### config.mk
export PLATFORM = sky130hd
export DESIGN_NAME = luma_gamma_brightness_unit
export DESIGN_NICKNAME = d
export VERILOG_FILES = /design/src/luma_gamma_pkg.sv /design/src/gamma_pwl_map.sv /design/src/field_brightness_meter.sv /design/src/luma_gamma_brightness_unit.sv
export SDC_FILE = /design/constraint.sdc
export NUM_CORES = 1
export LEC_CHECK = 0
export BUFFER_PORTS_ARGS = -buffer_cell sky130_fd_sc_hd__buf_4
export CELL_PAD_IN_SITES_DETAIL_PLACEMENT = 1
export CELL_PAD_IN_SITES_GLOBAL_PLACEMENT = 2
export CORE_UTILIZATION = 40
export DETAILED_ROUTE_END_ITERATION = 8
export PLACE_DENSITY = 0.88
export SYNTH_ARGS = -nofsm -noshare
export SYNTH_HDL_FRONTEND = slang
export SYNTH_SLANG_ARGS = --single-unit
### constraint.sdc
create_clock -name i_sys_clk -period 10.8 [get_ports i_sys_clk]
set_clock_uncertainty 0.05 [all_clocks]
set_input_delay 1.08 -clock i_sys_clk [delete_from_list [all_inputs] [get_ports i_sys_clk]]
set_output_delay 1.08 -clock i_sys_clk [all_outputs]
set_load 0.01 [all_outputs]
### src/luma_gamma_pkg.sv
// Shared constants and types for the luma gamma and brightness unit.
package luma_gamma_pkg;
   // -----------------------------------------------------------------
   // Register map
   // -----------------------------------------------------------------
   localparam int GAMMA_REG_COUNT = 14;
   localparam int CURVE_POINTS = 7;
   localparam logic [5:0] SUB_GAMMA_FIRST = 6'h26;
   localparam logic [5:0] SUB_GAMMA_LAST = 6'h33;
   localparam logic [5:0] SUB_BRIGHTNESS = 6'h34;
   localparam logic [5:0] SUB_CLOCK_CTRL = 6'h35;
   localparam int CLK_PIN_DRIVE_BIT = 1;
   localparam logic [7:0] CLOCK_CTRL_RESET = 8'h70;
   localparam logic [7:0] BRIGHTNESS_RESET = 8'h00;
   localparam logic [7:0] READ_UNMAPPED = 8'h00;

   // -----------------------------------------------------------------
   // Gamma curve geometry
   // -----------------------------------------------------------------
   localparam logic [7:0] LOW_FIXED_CODE = 8'h10;
   localparam logic [7:0] HIGH_FIXED_CODE = 8'hf0;
   localparam logic [7:0] FIRST_BREAKPOINT = 8'h20;
   localparam logic [2:0] FIRST_SEGMENT = 3'h0;
   localparam logic [2:0] LAST_SEGMENT = 3'h7;
   localparam logic [2:0] EDGE_SEG_SHIFT = 3'h4;
   localparam logic [2:0] INNER_SEG_SHIFT = 3'h5;
   typedef logic [CURVE_POINTS-1:0][7:0] curve_t;
   typedef logic [GAMMA_REG_COUNT-1:0][7:0] gamma_bank_t;
   // Identity curve: 32, 64, ... 224 at breakpoints 32 ... 224.
   localparam curve_t GAMMA_RESET = {8'he0, 8'hc0, 8'ha0, 8'h80, 8'h60, 8'h40, 8'h20};

   // -----------------------------------------------------------------
   // Brightness divider and serial link
   // -----------------------------------------------------------------
   localparam logic [3:0] DIV_STEPS = 4'h8;
   localparam logic [3:0] BITS_PER_BYTE = 4'h8;
   typedef enum logic [3:0] {
      LK_IDLE = 4'h0,
      LK_ADDR = 4'h1,
      LK_ADDR_ACK = 4'h2,
      LK_SUB = 4'h3,
      LK_SUB_ACK = 4'h4,
      LK_WRITE = 4'h5,
      LK_WRITE_ACK = 4'h6,
      LK_READ = 4'h7,
      LK_READ_ACK = 4'h8
   } link_state_t;
endpackage

### src/gamma_pwl_map.sv
// Piecewise-linear gamma mapping of one luma sample per cycle.
`timescale 1ns/1ps
module gamma_pwl_map
   import luma_gamma_pkg::*;
(
   input wire logic i_sys_clk,
   input wire logic i_sys_rst,
   input wire logic i_ce,
   input wire logic i_enable,
   input wire logic i_valid,
   input wire logic [7:0] i_luma,
   input wire curve_t i_points,
   output logic o_valid,
   output logic [7:0] o_luma
);
   typedef struct packed {
      logic valid;
      logic [7:0] luma;
   } map_state_t;

   map_state_t s_q;
   map_state_t s_d;
   logic [7:0] pt0;
   logic [7:0] seg_lo;
   logic [7:0] seg_hi;

   // ---------------------------------------------------------------
   // Interpolation
   // ---------------------------------------------------------------
   always_comb begin
      logic [2:0] seg;
      logic [2:0] lo_idx;
      logic [7:0] xa;
      logic [7:0] ya;
      logic [7:0] yb;
      logic [5:0] off;
      logic [2:0] shift;
      logic signed [8:0] dy;
      logic signed [15:0] prod;
      logic signed [15:0] step;
      logic signed [16:0] sum;
      s_d = s_q;
      seg = i_luma[7:5];
      lo_idx = (seg == FIRST_SEGMENT) ? FIRST_SEGMENT : seg - 3'h1;
      ya = (seg == FIRST_SEGMENT) ? LOW_FIXED_CODE : i_points[lo_idx]; // RULE6
      yb = (seg == LAST_SEGMENT) ? HIGH_FIXED_CODE : i_points[seg]; // RULE4
      xa = (seg == FIRST_SEGMENT) ? LOW_FIXED_CODE : {seg, 5'h00};
      off = 6'(i_luma - xa);
      shift = (seg == FIRST_SEGMENT || seg == LAST_SEGMENT) ? EDGE_SEG_SHIFT : INNER_SEG_SHIFT;
      dy = $signed({1'b0, yb}) - $signed({1'b0, ya});
      prod = dy * $signed({1'b0, off}); // RULE5
      step = prod >>> shift;
      sum = $signed({9'h000, ya}) + 17'(step);
      seg_lo = (ya < yb) ? ya : yb;
      seg_hi = (ya < yb) ? yb : ya;
      pt0 = i_points[0];
      s_d.valid = i_valid;
      if (!i_enable || i_luma < LOW_FIXED_CODE || i_luma > HIGH_FIXED_CODE) begin
         s_d.luma = i_luma; // RULE16
      end else if (sum < 0) begin
         s_d.luma = 8'h00;
      end else if (sum > 17'sh000ff) begin
         s_d.luma = 8'hff;
      end else begin
         s_d.luma = sum[7:0];
      end
   end

   always_ff @(posedge i_sys_clk) begin
      if (i_sys_rst) begin
         s_q <= '0;
      end else if (i_ce) begin
         s_q <= s_d;
      end
   end

   assign o_valid = s_q.valid;
   assign o_luma = s_q.luma;
endmodule

### src/field_brightness_meter.sv
// Per-field average luma over active video, divided serially at field end.
`timescale 1ns/1ps
module field_brightness_meter
   import luma_gamma_pkg::*;
#(
   parameter int CNT_W = 20
) (
   input wire logic i_sys_clk,
   input wire logic i_sys_rst,
   input wire logic i_ce,
   input wire logic i_valid,
   input wire logic i_active,
   input wire logic i_vsync_n,
   input wire logic [7:0] i_luma,
   output logic [7:0] o_avg_brightness
);
   localparam int SUM_W = CNT_W + 8;

   if (CNT_W < 8 || CNT_W > 24) begin : g_bad_width
      $error("CNT_W must lie between 8 and 24.");
   end

   typedef struct packed {
      logic vsync_prev;
      logic [SUM_W-1:0] sum;
      logic [CNT_W-1:0] cnt;
      logic [SUM_W-1:0] rem;
      logic [CNT_W-1:0] den;
      logic [7:0] quo;
      logic [3:0] step;
      logic busy;
      logic [7:0] avg;
   } meter_state_t;

   meter_state_t s_q;
   meter_state_t s_d;
   logic vs_fall;

   // ---------------------------------------------------------------
   // Accumulate and divide
   // ---------------------------------------------------------------
   always_comb begin
      logic [SUM_W-1:0] trial;
      logic [7:0] q;
      logic [2:0] bit_idx;
      s_d = s_q;
      trial = '0;
      q = s_q.quo;
      bit_idx = 3'(s_q.step - 4'h1);
      vs_fall = s_q.vsync_prev && !i_vsync_n;
      s_d.vsync_prev = i_vsync_n;
      if (s_q.busy) begin
         trial = SUM_W'(s_q.den) << bit_idx;
         if (s_q.rem >= trial) begin
            s_d.rem = s_q.rem - trial;
            q[bit_idx] = 1'b1;
         end
         s_d.quo = q;
         s_d.step = s_q.step - 4'h1;
         if (s_q.step == 4'h1) begin
            s_d.busy = 1'b0;
            s_d.avg = (s_q.den == '0) ? BRIGHTNESS_RESET : q; // RULE10
         end
      end
      // The sample in the edge cycle is dropped; it falls in blanking anyway.
      if (vs_fall) begin
         s_d.rem = s_q.sum;
         s_d.den = s_q.cnt;
         s_d.quo = 8'h00;
         s_d.step = DIV_STEPS;
         s_d.busy = 1'b1;
         s_d.sum = '0;
         s_d.cnt = '0;
      end else if (i_valid && i_active && !(&s_q.cnt)) begin // RULE9
         s_d.sum = s_q.sum + SUM_W'(i_luma);
         s_d.cnt = s_q.cnt + 1'b1;
      end
   end

   always_ff @(posedge i_sys_clk) begin
      if (i_sys_rst) begin
         s_q <= '0;
         s_q.vsync_prev <= 1'b1;
         s_q.avg <= BRIGHTNESS_RESET;
      end else if (i_ce) begin
         s_q <= s_d;
      end
   end

   assign o_avg_brightness = s_q.avg;
endmodule

### src/luma_gamma_brightness_unit.sv
// Top of the luma gamma, brightness readback and clock output unit.
//
// Function
// [RULE1] Fourteen byte-wide gamma registers at consecutive subaddresses hold curves A and B.
// [RULE2] Gamma applies to luma only; chroma passes through unmodified.
// [RULE3] Exactly one stored curve maps luma at any time, never a mix.
// [RULE4] Programmable outputs sit at inputs 32, 64, 96, 128, 160, 192, 224.
// [RULE5] Between breakpoints the output is linearly interpolated.
// [RULE6] Outputs at inputs 0, 16, 240 and 255 are fixed, not writable.
// [RULE7] The host keeps every programmed breakpoint output within 16 to 240.
// [RULE8] A read-only byte register reports average field brightness.
// [RULE9] Brightness accumulates luma inside active video only.
// [RULE10] The brightness readback updates once per field at vertical sync fall.
// [RULE11] Setting the pin drive bit drives the PLL clock onto the clock pin.
// [RULE12] Clock drive works only with PLL enabled and oversampling enabled.
// [RULE13] Host writes zero to clock register bits 0, 2, 3 and 7.
// [RULE14] Host writes ones to clock register bits 4 to 6.
// [RULE15] First seven gamma registers form curve A ascending, next seven curve B.
// [RULE16] Fixed points map to themselves; inputs below 16 or above 240 pass unchanged.
`timescale 1ns/1ps
module luma_gamma_brightness_unit
   import luma_gamma_pkg::*;
#(
   parameter logic [6:0] DEV_ADDR = 7'h2c,
   parameter int CNT_W = 20
) (
   input wire logic i_sys_clk,
   input wire logic i_sys_rst,
   input wire logic i_ce,
   input wire logic i_scl,
   input wire logic i_sda,
   output logic o_sda_out,
   output logic o_sda_oe_n,
   input wire logic i_pix_valid,
   input wire logic i_active_video,
   input wire logic i_vsync_n,
   input wire logic [7:0] i_luma,
   input wire logic [7:0] i_chroma,
   input wire logic i_gamma_enable,
   input wire logic i_curve_b_select,
   input wire logic i_pll_disable_bit,
   input wire logic i_oversampling_enable_bit,
   input wire logic i_pll_clk,
   output logic o_pix_valid,
   output logic [7:0] o_luma,
   output logic [7:0] o_chroma,
   output logic o_pll_clock_output_pin
);
   typedef struct packed {
      logic scl_meta;
      logic scl_s;
      logic scl_prev;
      logic sda_meta;
      logic sda_s;
      logic sda_prev;
      link_state_t fsm;
      logic [3:0] bitcnt;
      logic [7:0] shreg;
      logic rw;
      logic [5:0] subaddr;
      logic drive;
      gamma_bank_t gamma;
      logic [7:0] clkctrl;
      logic pll_clock_output_pin_en;
      logic [7:0] chroma;
   } unit_state_t;

   unit_state_t s_q;
   unit_state_t s_d;
   curve_t active_curve;
   logic [7:0] avg_brightness;
   logic scl_rise;
   logic scl_fall;
   logic start_seen;
   logic stop_seen;
   logic wr_fire;
   logic gamma_hit;
   logic [3:0] gidx;

   // ---------------------------------------------------------------
   // Register decode
   // ---------------------------------------------------------------
   function automatic logic is_gamma(input logic [5:0] sub);
      return sub >= SUB_GAMMA_FIRST && sub <= SUB_GAMMA_LAST;
   endfunction

   function automatic logic [3:0] gamma_index(input logic [5:0] sub);
      logic [5:0] rel;
      rel = sub - SUB_GAMMA_FIRST;
      return rel[3:0];
   endfunction

   function automatic logic [7:0] rd_byte(input logic [5:0] sub, input gamma_bank_t regs,
                                          input logic [7:0] avg, input logic [7:0] ctrl);
      logic [7:0] r;
      r = READ_UNMAPPED;
      if (is_gamma(sub)) begin
         r = regs[gamma_index(sub)];
      end else if (sub == SUB_BRIGHTNESS) begin
         r = avg;
      end else if (sub == SUB_CLOCK_CTRL) begin
         r = ctrl;
      end
      return r;
   endfunction

   // ---------------------------------------------------------------
   // Curve selection
   // ---------------------------------------------------------------
   always_comb begin
      for (int i = 0; i < CURVE_POINTS; i++) begin
         active_curve[i] = i_curve_b_select ? s_q.gamma[i + CURVE_POINTS] : s_q.gamma[i]; // RULE3
      end
   end

   gamma_pwl_map u_map (
      .i_sys_clk(i_sys_clk),
      .i_sys_rst(i_sys_rst),
      .i_ce(i_ce),
      .i_enable(i_gamma_enable),
      .i_valid(i_pix_valid),
      .i_luma(i_luma),
      .i_points(active_curve),
      .o_valid(o_pix_valid),
      .o_luma(o_luma)
   );

   field_brightness_meter #(
      .CNT_W(CNT_W)
   ) u_meter (
      .i_sys_clk(i_sys_clk),
      .i_sys_rst(i_sys_rst),
      .i_ce(i_ce),
      .i_valid(i_pix_valid),
      .i_active(i_active_video),
      .i_vsync_n(i_vsync_n),
      .i_luma(i_luma),
      .o_avg_brightness(avg_brightness)
   );

   // ---------------------------------------------------------------
   // Serial register port
   // ---------------------------------------------------------------
   always_comb begin
      logic [7:0] rd;
      s_d = s_q;
      rd = READ_UNMAPPED;
      scl_rise = s_q.scl_s && !s_q.scl_prev;
      scl_fall = !s_q.scl_s && s_q.scl_prev;
      start_seen = s_q.scl_s && s_q.scl_prev && s_q.sda_prev && !s_q.sda_s;
      stop_seen = s_q.scl_s && s_q.scl_prev && !s_q.sda_prev && s_q.sda_s;
      wr_fire = scl_fall && s_q.fsm == LK_WRITE && s_q.bitcnt == BITS_PER_BYTE;
      gamma_hit = is_gamma(s_q.subaddr);
      gidx = gamma_index(s_q.subaddr);
      s_d.scl_meta = i_scl;
      s_d.scl_s = s_q.scl_meta;
      s_d.scl_prev = s_q.scl_s;
      s_d.sda_meta = i_sda;
      s_d.sda_s = s_q.sda_meta;
      s_d.sda_prev = s_q.sda_s;
      s_d.chroma = i_chroma; // RULE2
      s_d.pll_clock_output_pin_en = s_q.clkctrl[CLK_PIN_DRIVE_BIT] && !i_pll_disable_bit
                      && i_oversampling_enable_bit; // RULE12
      if (start_seen) begin
         s_d.fsm = LK_ADDR;
         s_d.bitcnt = 4'h0;
         s_d.drive = 1'b0;
      end else if (stop_seen) begin
         s_d.fsm = LK_IDLE;
         s_d.drive = 1'b0;
      end else if (scl_rise) begin
         unique case (s_q.fsm)
            LK_ADDR, LK_SUB, LK_WRITE: begin
               if (s_q.bitcnt < BITS_PER_BYTE) begin
                  s_d.shreg = {s_q.shreg[6:0], s_q.sda_s};
                  s_d.bitcnt = s_q.bitcnt + 4'h1;
               end
            end
            LK_READ_ACK: begin
               if (s_q.sda_s) begin
                  s_d.fsm = LK_IDLE;
               end
            end
            default: begin
            end
         endcase
      end else if (scl_fall) begin
         unique case (s_q.fsm)
            LK_ADDR: begin
               if (s_q.bitcnt == BITS_PER_BYTE) begin
                  if (s_q.shreg[7:1] == DEV_ADDR) begin
                     s_d.fsm = LK_ADDR_ACK;
                     s_d.rw = s_q.shreg[0];
                     s_d.drive = 1'b1;
                  end else begin
                     s_d.fsm = LK_IDLE;
                  end
               end
            end
            LK_ADDR_ACK, LK_READ_ACK: begin
               if (s_q.fsm == LK_ADDR_ACK && !s_q.rw) begin
                  s_d.fsm = LK_SUB;
                  s_d.bitcnt = 4'h0;
                  s_d.drive = 1'b0;
               end else begin
                  rd = rd_byte(s_q.subaddr, s_q.gamma, avg_brightness, s_q.clkctrl); // RULE8
                  s_d.shreg = rd;
                  s_d.drive = !rd[7];
                  s_d.bitcnt = 4'h1;
                  s_d.fsm = LK_READ;
               end
            end
            LK_SUB: begin
               if (s_q.bitcnt == BITS_PER_BYTE) begin
                  s_d.subaddr = s_q.shreg[5:0];
                  s_d.drive = 1'b1;
                  s_d.fsm = LK_SUB_ACK;
               end
            end
            LK_SUB_ACK, LK_WRITE_ACK: begin
               s_d.drive = 1'b0;
               s_d.bitcnt = 4'h0;
               s_d.fsm = LK_WRITE;
            end
            LK_WRITE: begin
               if (s_q.bitcnt == BITS_PER_BYTE) begin
                  // Reserved clock bits are stored as written and read back unchanged.
                  if (gamma_hit) begin
                     s_d.gamma[gidx] = s_q.shreg; // RULE1
                  end else if (s_q.subaddr == SUB_CLOCK_CTRL) begin
                     s_d.clkctrl = s_q.shreg; // RULE11
                  end
                  s_d.subaddr = s_q.subaddr + 6'h01;
                  s_d.drive = 1'b1;
                  s_d.fsm = LK_WRITE_ACK;
               end
            end
            LK_READ: begin
               if (s_q.bitcnt == BITS_PER_BYTE) begin
                  s_d.drive = 1'b0;
                  s_d.subaddr = s_q.subaddr + 6'h01;
                  s_d.fsm = LK_READ_ACK;
               end else begin
                  s_d.drive = !s_q.shreg[3'(4'h7 - s_q.bitcnt)];
                  s_d.bitcnt = s_q.bitcnt + 4'h1;
               end
            end
            default: begin
               s_d.fsm = s_q.fsm;
            end
         endcase
      end
   end

   always_ff @(posedge i_sys_clk) begin
      if (i_sys_rst) begin
         s_q <= '0;
         s_q.scl_meta <= 1'b1;
         s_q.scl_s <= 1'b1;
         s_q.scl_prev <= 1'b1;
         s_q.sda_meta <= 1'b1;
         s_q.sda_s <= 1'b1;
         s_q.sda_prev <= 1'b1;
         s_q.fsm <= LK_IDLE;
         s_q.gamma <= {GAMMA_RESET, GAMMA_RESET}; // RULE15
         s_q.clkctrl <= CLOCK_CTRL_RESET; // RULE14
      end else if (i_ce) begin
         s_q <= s_d;
      end
   end

   // ---------------------------------------------------------------
   // Outputs
   // ---------------------------------------------------------------
   // The line is open drain: only a low is ever driven.
   assign o_sda_out = 1'b0;
   assign o_sda_oe_n = !s_q.drive;
   assign o_chroma = s_q.chroma;
   // The gate is a plain AND; the enable changes on register writes and on the PLL disable and oversampling bits,
   // so a runt pulse at those moments is accepted in exchange for no extra domain.
   assign o_pll_clock_output_pin = i_pll_clk && s_q.pll_clock_output_pin_en; // RULE11
endmodule

==> PnR_summary.wiki <==
{| class="wikitable"
! Metric !! Value
|-
| Run status || finished clean
|-
| Relative slew slack || 0.154
|-
| Later-pin clock latency in the skew report || slightly below 600 ps
|-
| Hold crit path type || reg2reg
|-
| Clock root buffer || sky130_fd_sc_hd__clkbuf_16
|-
| Count of maximum capacitance violations || 0
|-
| Post-cts gate resize count || 0
|-
| Hold Crit Start || u_meter.o_avg_brightness[1]
|-
| TritonCTS clock tree || done
|-
| Detailed-placement wirelength estimate || between 40000 and 50000 µm
|-
| Final slew viol count || 0
|-
| Post-synthesis net count || about 2500
|-
| Total congestion overflow after global routing || 0
|-
| Syn_area_per_cell || between 8 and 9 µm²
|-
| Max Clock Freq || around 0.10 GHz
|-
| Number of buffers added for setup after CTS || 0
|-
| Worst hold path endpoint || u_meter.o_avg_brightness[1]
|-
| Num ports || 49
|-
| Proportion of layout cells with a drive suffix above 1 || 0.113
|-
| Post-synthesis sequential area ratio || 0.285
|-
| Final count of hold timing violations || 0
|-
| DR iter-0 viols || between 1000 and 1500
|-
| Area of the multi-input gates || roughly 13000 µm²
|-
| Number of nets in the layout || roughly 2500
|-
| DRC Markers || 0
|-
| Slack of the worst reg-to-reg path || between 1500 and 2000 ps
|-
| Ys flop type || sky130_fd_sc_hd__dfxtp_1
|-
| Worst Tran Pin Value || roughly 1300 ps
|-
| Width of the chip || 226 µm
|-
| CTS H-tree depth || 2
|-
| Crit end category || flop
|-
| Vias in the first global route || around 18000
|-
| Synthesis warning total || 0
|-
| Synth Register Bits || roughly 290
|-
| Area growth from synthesis to layout || 9.85%
|-
| Pin count of the biggest net entering global routing || 79
|-
| Slowest Stage Delay on Critical Path || approximately 550 ps
|-
| Total via count after detailed routing || about 17000
|-
| Startpoint-to-endpoint class of the critical path || in2reg
|-
| Clock slew at reported path FFs || around 60 ps
|-
| Worst hold path stage count || 2
|-
| Slowest cell on the critical path || sky130_fd_sc_hd__mux4_2
|-
| Cell type group with the largest total delay on the critical path || compound AO/OA/AOI/OAI gates
|-
| Overall global routing resource usage || 0.242
|-
| CP required || ~11000 ps
|-
| Number of enable-type register cells in the synthesized netlist || 0
|-
| Final setup fails || 0
|-
| Number of antenna violations at the first check in global routing || 2
|-
| Crit path max fanout || 36
|-
| Reg area || between 5000 and 6000 µm²
|-
| Period minus WS final || 9810 ps
|-
| Fill cell total of the finished layout || 5823
|-
| Category of the worst setup path launch point || input pin
|-
| Hold-fix buffers, CTS || 0
|-
| Areal power density over the cells || around 220 nW/µm²
|-
| Cells after Synth || between 2000 and 2500
|-
| Number of stages on the worst setup path || 38
|-
| PnR Total Power || a little under 5 mW
|-
| Share of the clock period used by the worst path || 0.909
|-
| Routed wire per std cell || 20.4 µm
|-
| Number of buffers added on ports || 47
|-
| Worst Path Arrival || 10220 ps
|-
| Fraction of registers with async set/reset || 0
|-
| Area enclosed by the die boundary || 51100 µm²
|-
| Die boundary height || between 200 and 250 µm
|-
| Peak supply drop || between 0.2 and 0.25 mV
|-
| Netlist Area Pre-Place || roughly 20000 µm²
|-
| Reg2reg end || u_map.o_luma[3]
|-
| # clock sinks || between 200 and 300
|-
| Initial standard-cell utilization of the core || 0.408
|-
| Placeable core region || ~50000 µm²
|-
| Detailed-routing iteration count for the pre-antenna-repair pass || 5
|-
| Number of library cell types mapped by synthesis || 84
|-
| Worst-case clock buffer depth || 3
|-
| Site row count || 81
|-
| First-pass GRT wire length || approximately 99000 µm
|-
| Drt total wl || between 60000 and 70000 µm
|-
| Weighted congestion at the end of routability-driven global placement || about 0.9
|-
| Clock buffer count from CTS || 37
|-
| RSZ-0062 raised after global routing || false
|-
| P_leak || approximately 8.3 nW
|-
| Setup TNS || 0 ps
|-
| Antenna viol nets, final || 0
|-
| Detailed-route vias per instance || around 5.8
|-
| Length in cells of the worst reg-to-reg path || 35
|-
| Critical path buffer and inverter count || 4
|}
[power by group]
part | internal (mW) | switching (mW)
combinational | 1.02 | 1.48
clock | 0.718 | 0.524
sequential | 1.08 | 0.0235
total | 2.82 | 2.03
[per-stage QoR]
step	cell area [µm²]	setup slack (ps)	instances	utilization	hold slack, ps
after floorplan	20100	1340	2340	-	374
after global placement	20800	637	2923	0.423	393
after detailed placement	20800	396	2923	0.423	400
after CTS	22000	1010	2990	0.448	412
after global routing	22100	268	2992	0.448	438
final	22100	987	2992	0.448	411
[cells by family (layout without fill, tap and decap cells)]
logic type | after synthesis | in the layout | synth area share
AO/OA/AOI/OAI | 492 | 492 | 0.158
other | 1 | 3 | 0.000187
multiplexers | 270 | 270 | 0.179
buffers and inverters | 267 | 253 | 0.0532
adder cells (fa/ha/maj) | 136 | 136 | 0.100
XOR/XNOR | 85 | 85 | 0.0381
flip-flops | 286 | 286 | 0.285
AND/OR/NAND/NOR | 803 | 803 | 0.186
[per-layer routing]
metal	part of all wire	track usage	routed length, µm	vias to the layer above
li1	-	-	-	8194
met3	0.039	0.0349	2370	79
met2	0.51	0.433	30800	306
met1	0.43	0.296	26400	8648
met4	0.024	0.0767	1460	0
met5	0	0	0	-
[worst max-delay path by stage]
| stage | from | endpoint | slack [ps] |
|---|---|---|---|
| global route | i_luma[5] | u_map.o_luma[3] | 270 |
| CTS | i_luma[5] | u_map.o_luma[3] | 1010 |
| floorplan | i_curve_b_select | u_map.o_luma[3] | 1340 |
| finish | i_luma[5] | u_map.o_luma[3] | 990 |
| detailed placement | i_luma[5] | u_map.o_luma[3] | 400 |
| global placement | i_luma[5] | u_map.o_luma[3] | 640 |
[tightest hold or removal path, stage by stage, from the launching register on]
cell	delay, ps
sky130_fd_sc_hd__dfxtp_1	330
sky130_fd_sc_hd__nand2_1	50
sky130_fd_sc_hd__o21ai_0	50
[cells in the final DEF (no fill, tap or decap), types with 15 or more instances in the layout]
| master | n |
|---|---|
| sky130_fd_sc_hd__ha_1 | 94 |
| sky130_fd_sc_hd__or3_1 | 20 |
| sky130_fd_sc_hd__buf_4 | 71 |
| sky130_fd_sc_hd__and2_1 | 35 |
| sky130_fd_sc_hd__nand2_1 | 265 |
| sky130_fd_sc_hd__xnor2_1 | 45 |
| sky130_fd_sc_hd__fa_1 | 42 |
| sky130_fd_sc_hd__mux2_2 | 16 |
| sky130_fd_sc_hd__a211o_1 | 25 |
| sky130_fd_sc_hd__a31oi_1 | 23 |
| sky130_fd_sc_hd__nor2_1 | 277 |
| sky130_fd_sc_hd__a211oi_1 | 17 |
| sky130_fd_sc_hd__nand3_1 | 35 |
| sky130_fd_sc_hd__a21o_1 | 24 |
| sky130_fd_sc_hd__nor2b_1 | 34 |
| sky130_fd_sc_hd__clkbuf_16 | 38 |
| sky130_fd_sc_hd__o21ai_0 | 89 |
| sky130_fd_sc_hd__dfxtp_1 | 284 |
| sky130_fd_sc_hd__inv_1 | 112 |
| sky130_fd_sc_hd__a21oi_1 | 173 |
| sky130_fd_sc_hd__xor2_1 | 36 |
| sky130_fd_sc_hd__mux2i_1 | 185 |
| sky130_fd_sc_hd__nand2b_1 | 22 |
| sky130_fd_sc_hd__mux4_2 | 69 |
| sky130_fd_sc_hd__nand4_1 | 15 |
| sky130_fd_sc_hd__nor3_1 | 32 |
[final cells by class]
class                   count  area share
well taps                 664      0.0377
inverters                 114      0.0194
clock inverters            18     0.00868
clock buffers              49      0.0459
repair buffers             72      0.0247
flip-flops and latches    286       0.260
diodes                      2    0.000227
multi-input cells        1787       0.604
[Yosys cell counts (all sizes together), types with 5 or more instances]
master	number	area, µm²
xor2	37	324
and2	35	219
xnor2	47	419
o21bai	10	75.1
nor3b	6	45.0
o22ai	11	68.8
clkbuf	109	409
fa	42	841
o21a	9	67.6
nand2b	22	138
mux2	16	180
a31o	6	52.6
mux2i	185	1850
a221oi	7	67.6
a21oi	175	880
and3	10	62.6
o31ai	10	75.1
nor2b	34	213
a22o	5	43.8
or3	20	125
o211ai	13	108
a31oi	23	144
nand2	269	1020
nand4	15	93.8
a211o	25	219
buf	44	231
a22oi	15	118
nor4	15	100
inv	112	420
a211oi	17	128
or4	6	45.0
nor2	283	1100
nor3	40	290
dfxtp	286	5730
ha	94	1180
a21o	24	180
nand3	35	175
mux4	69	1550
o21ai	94	478
Power figures use the tool's default switching activity.
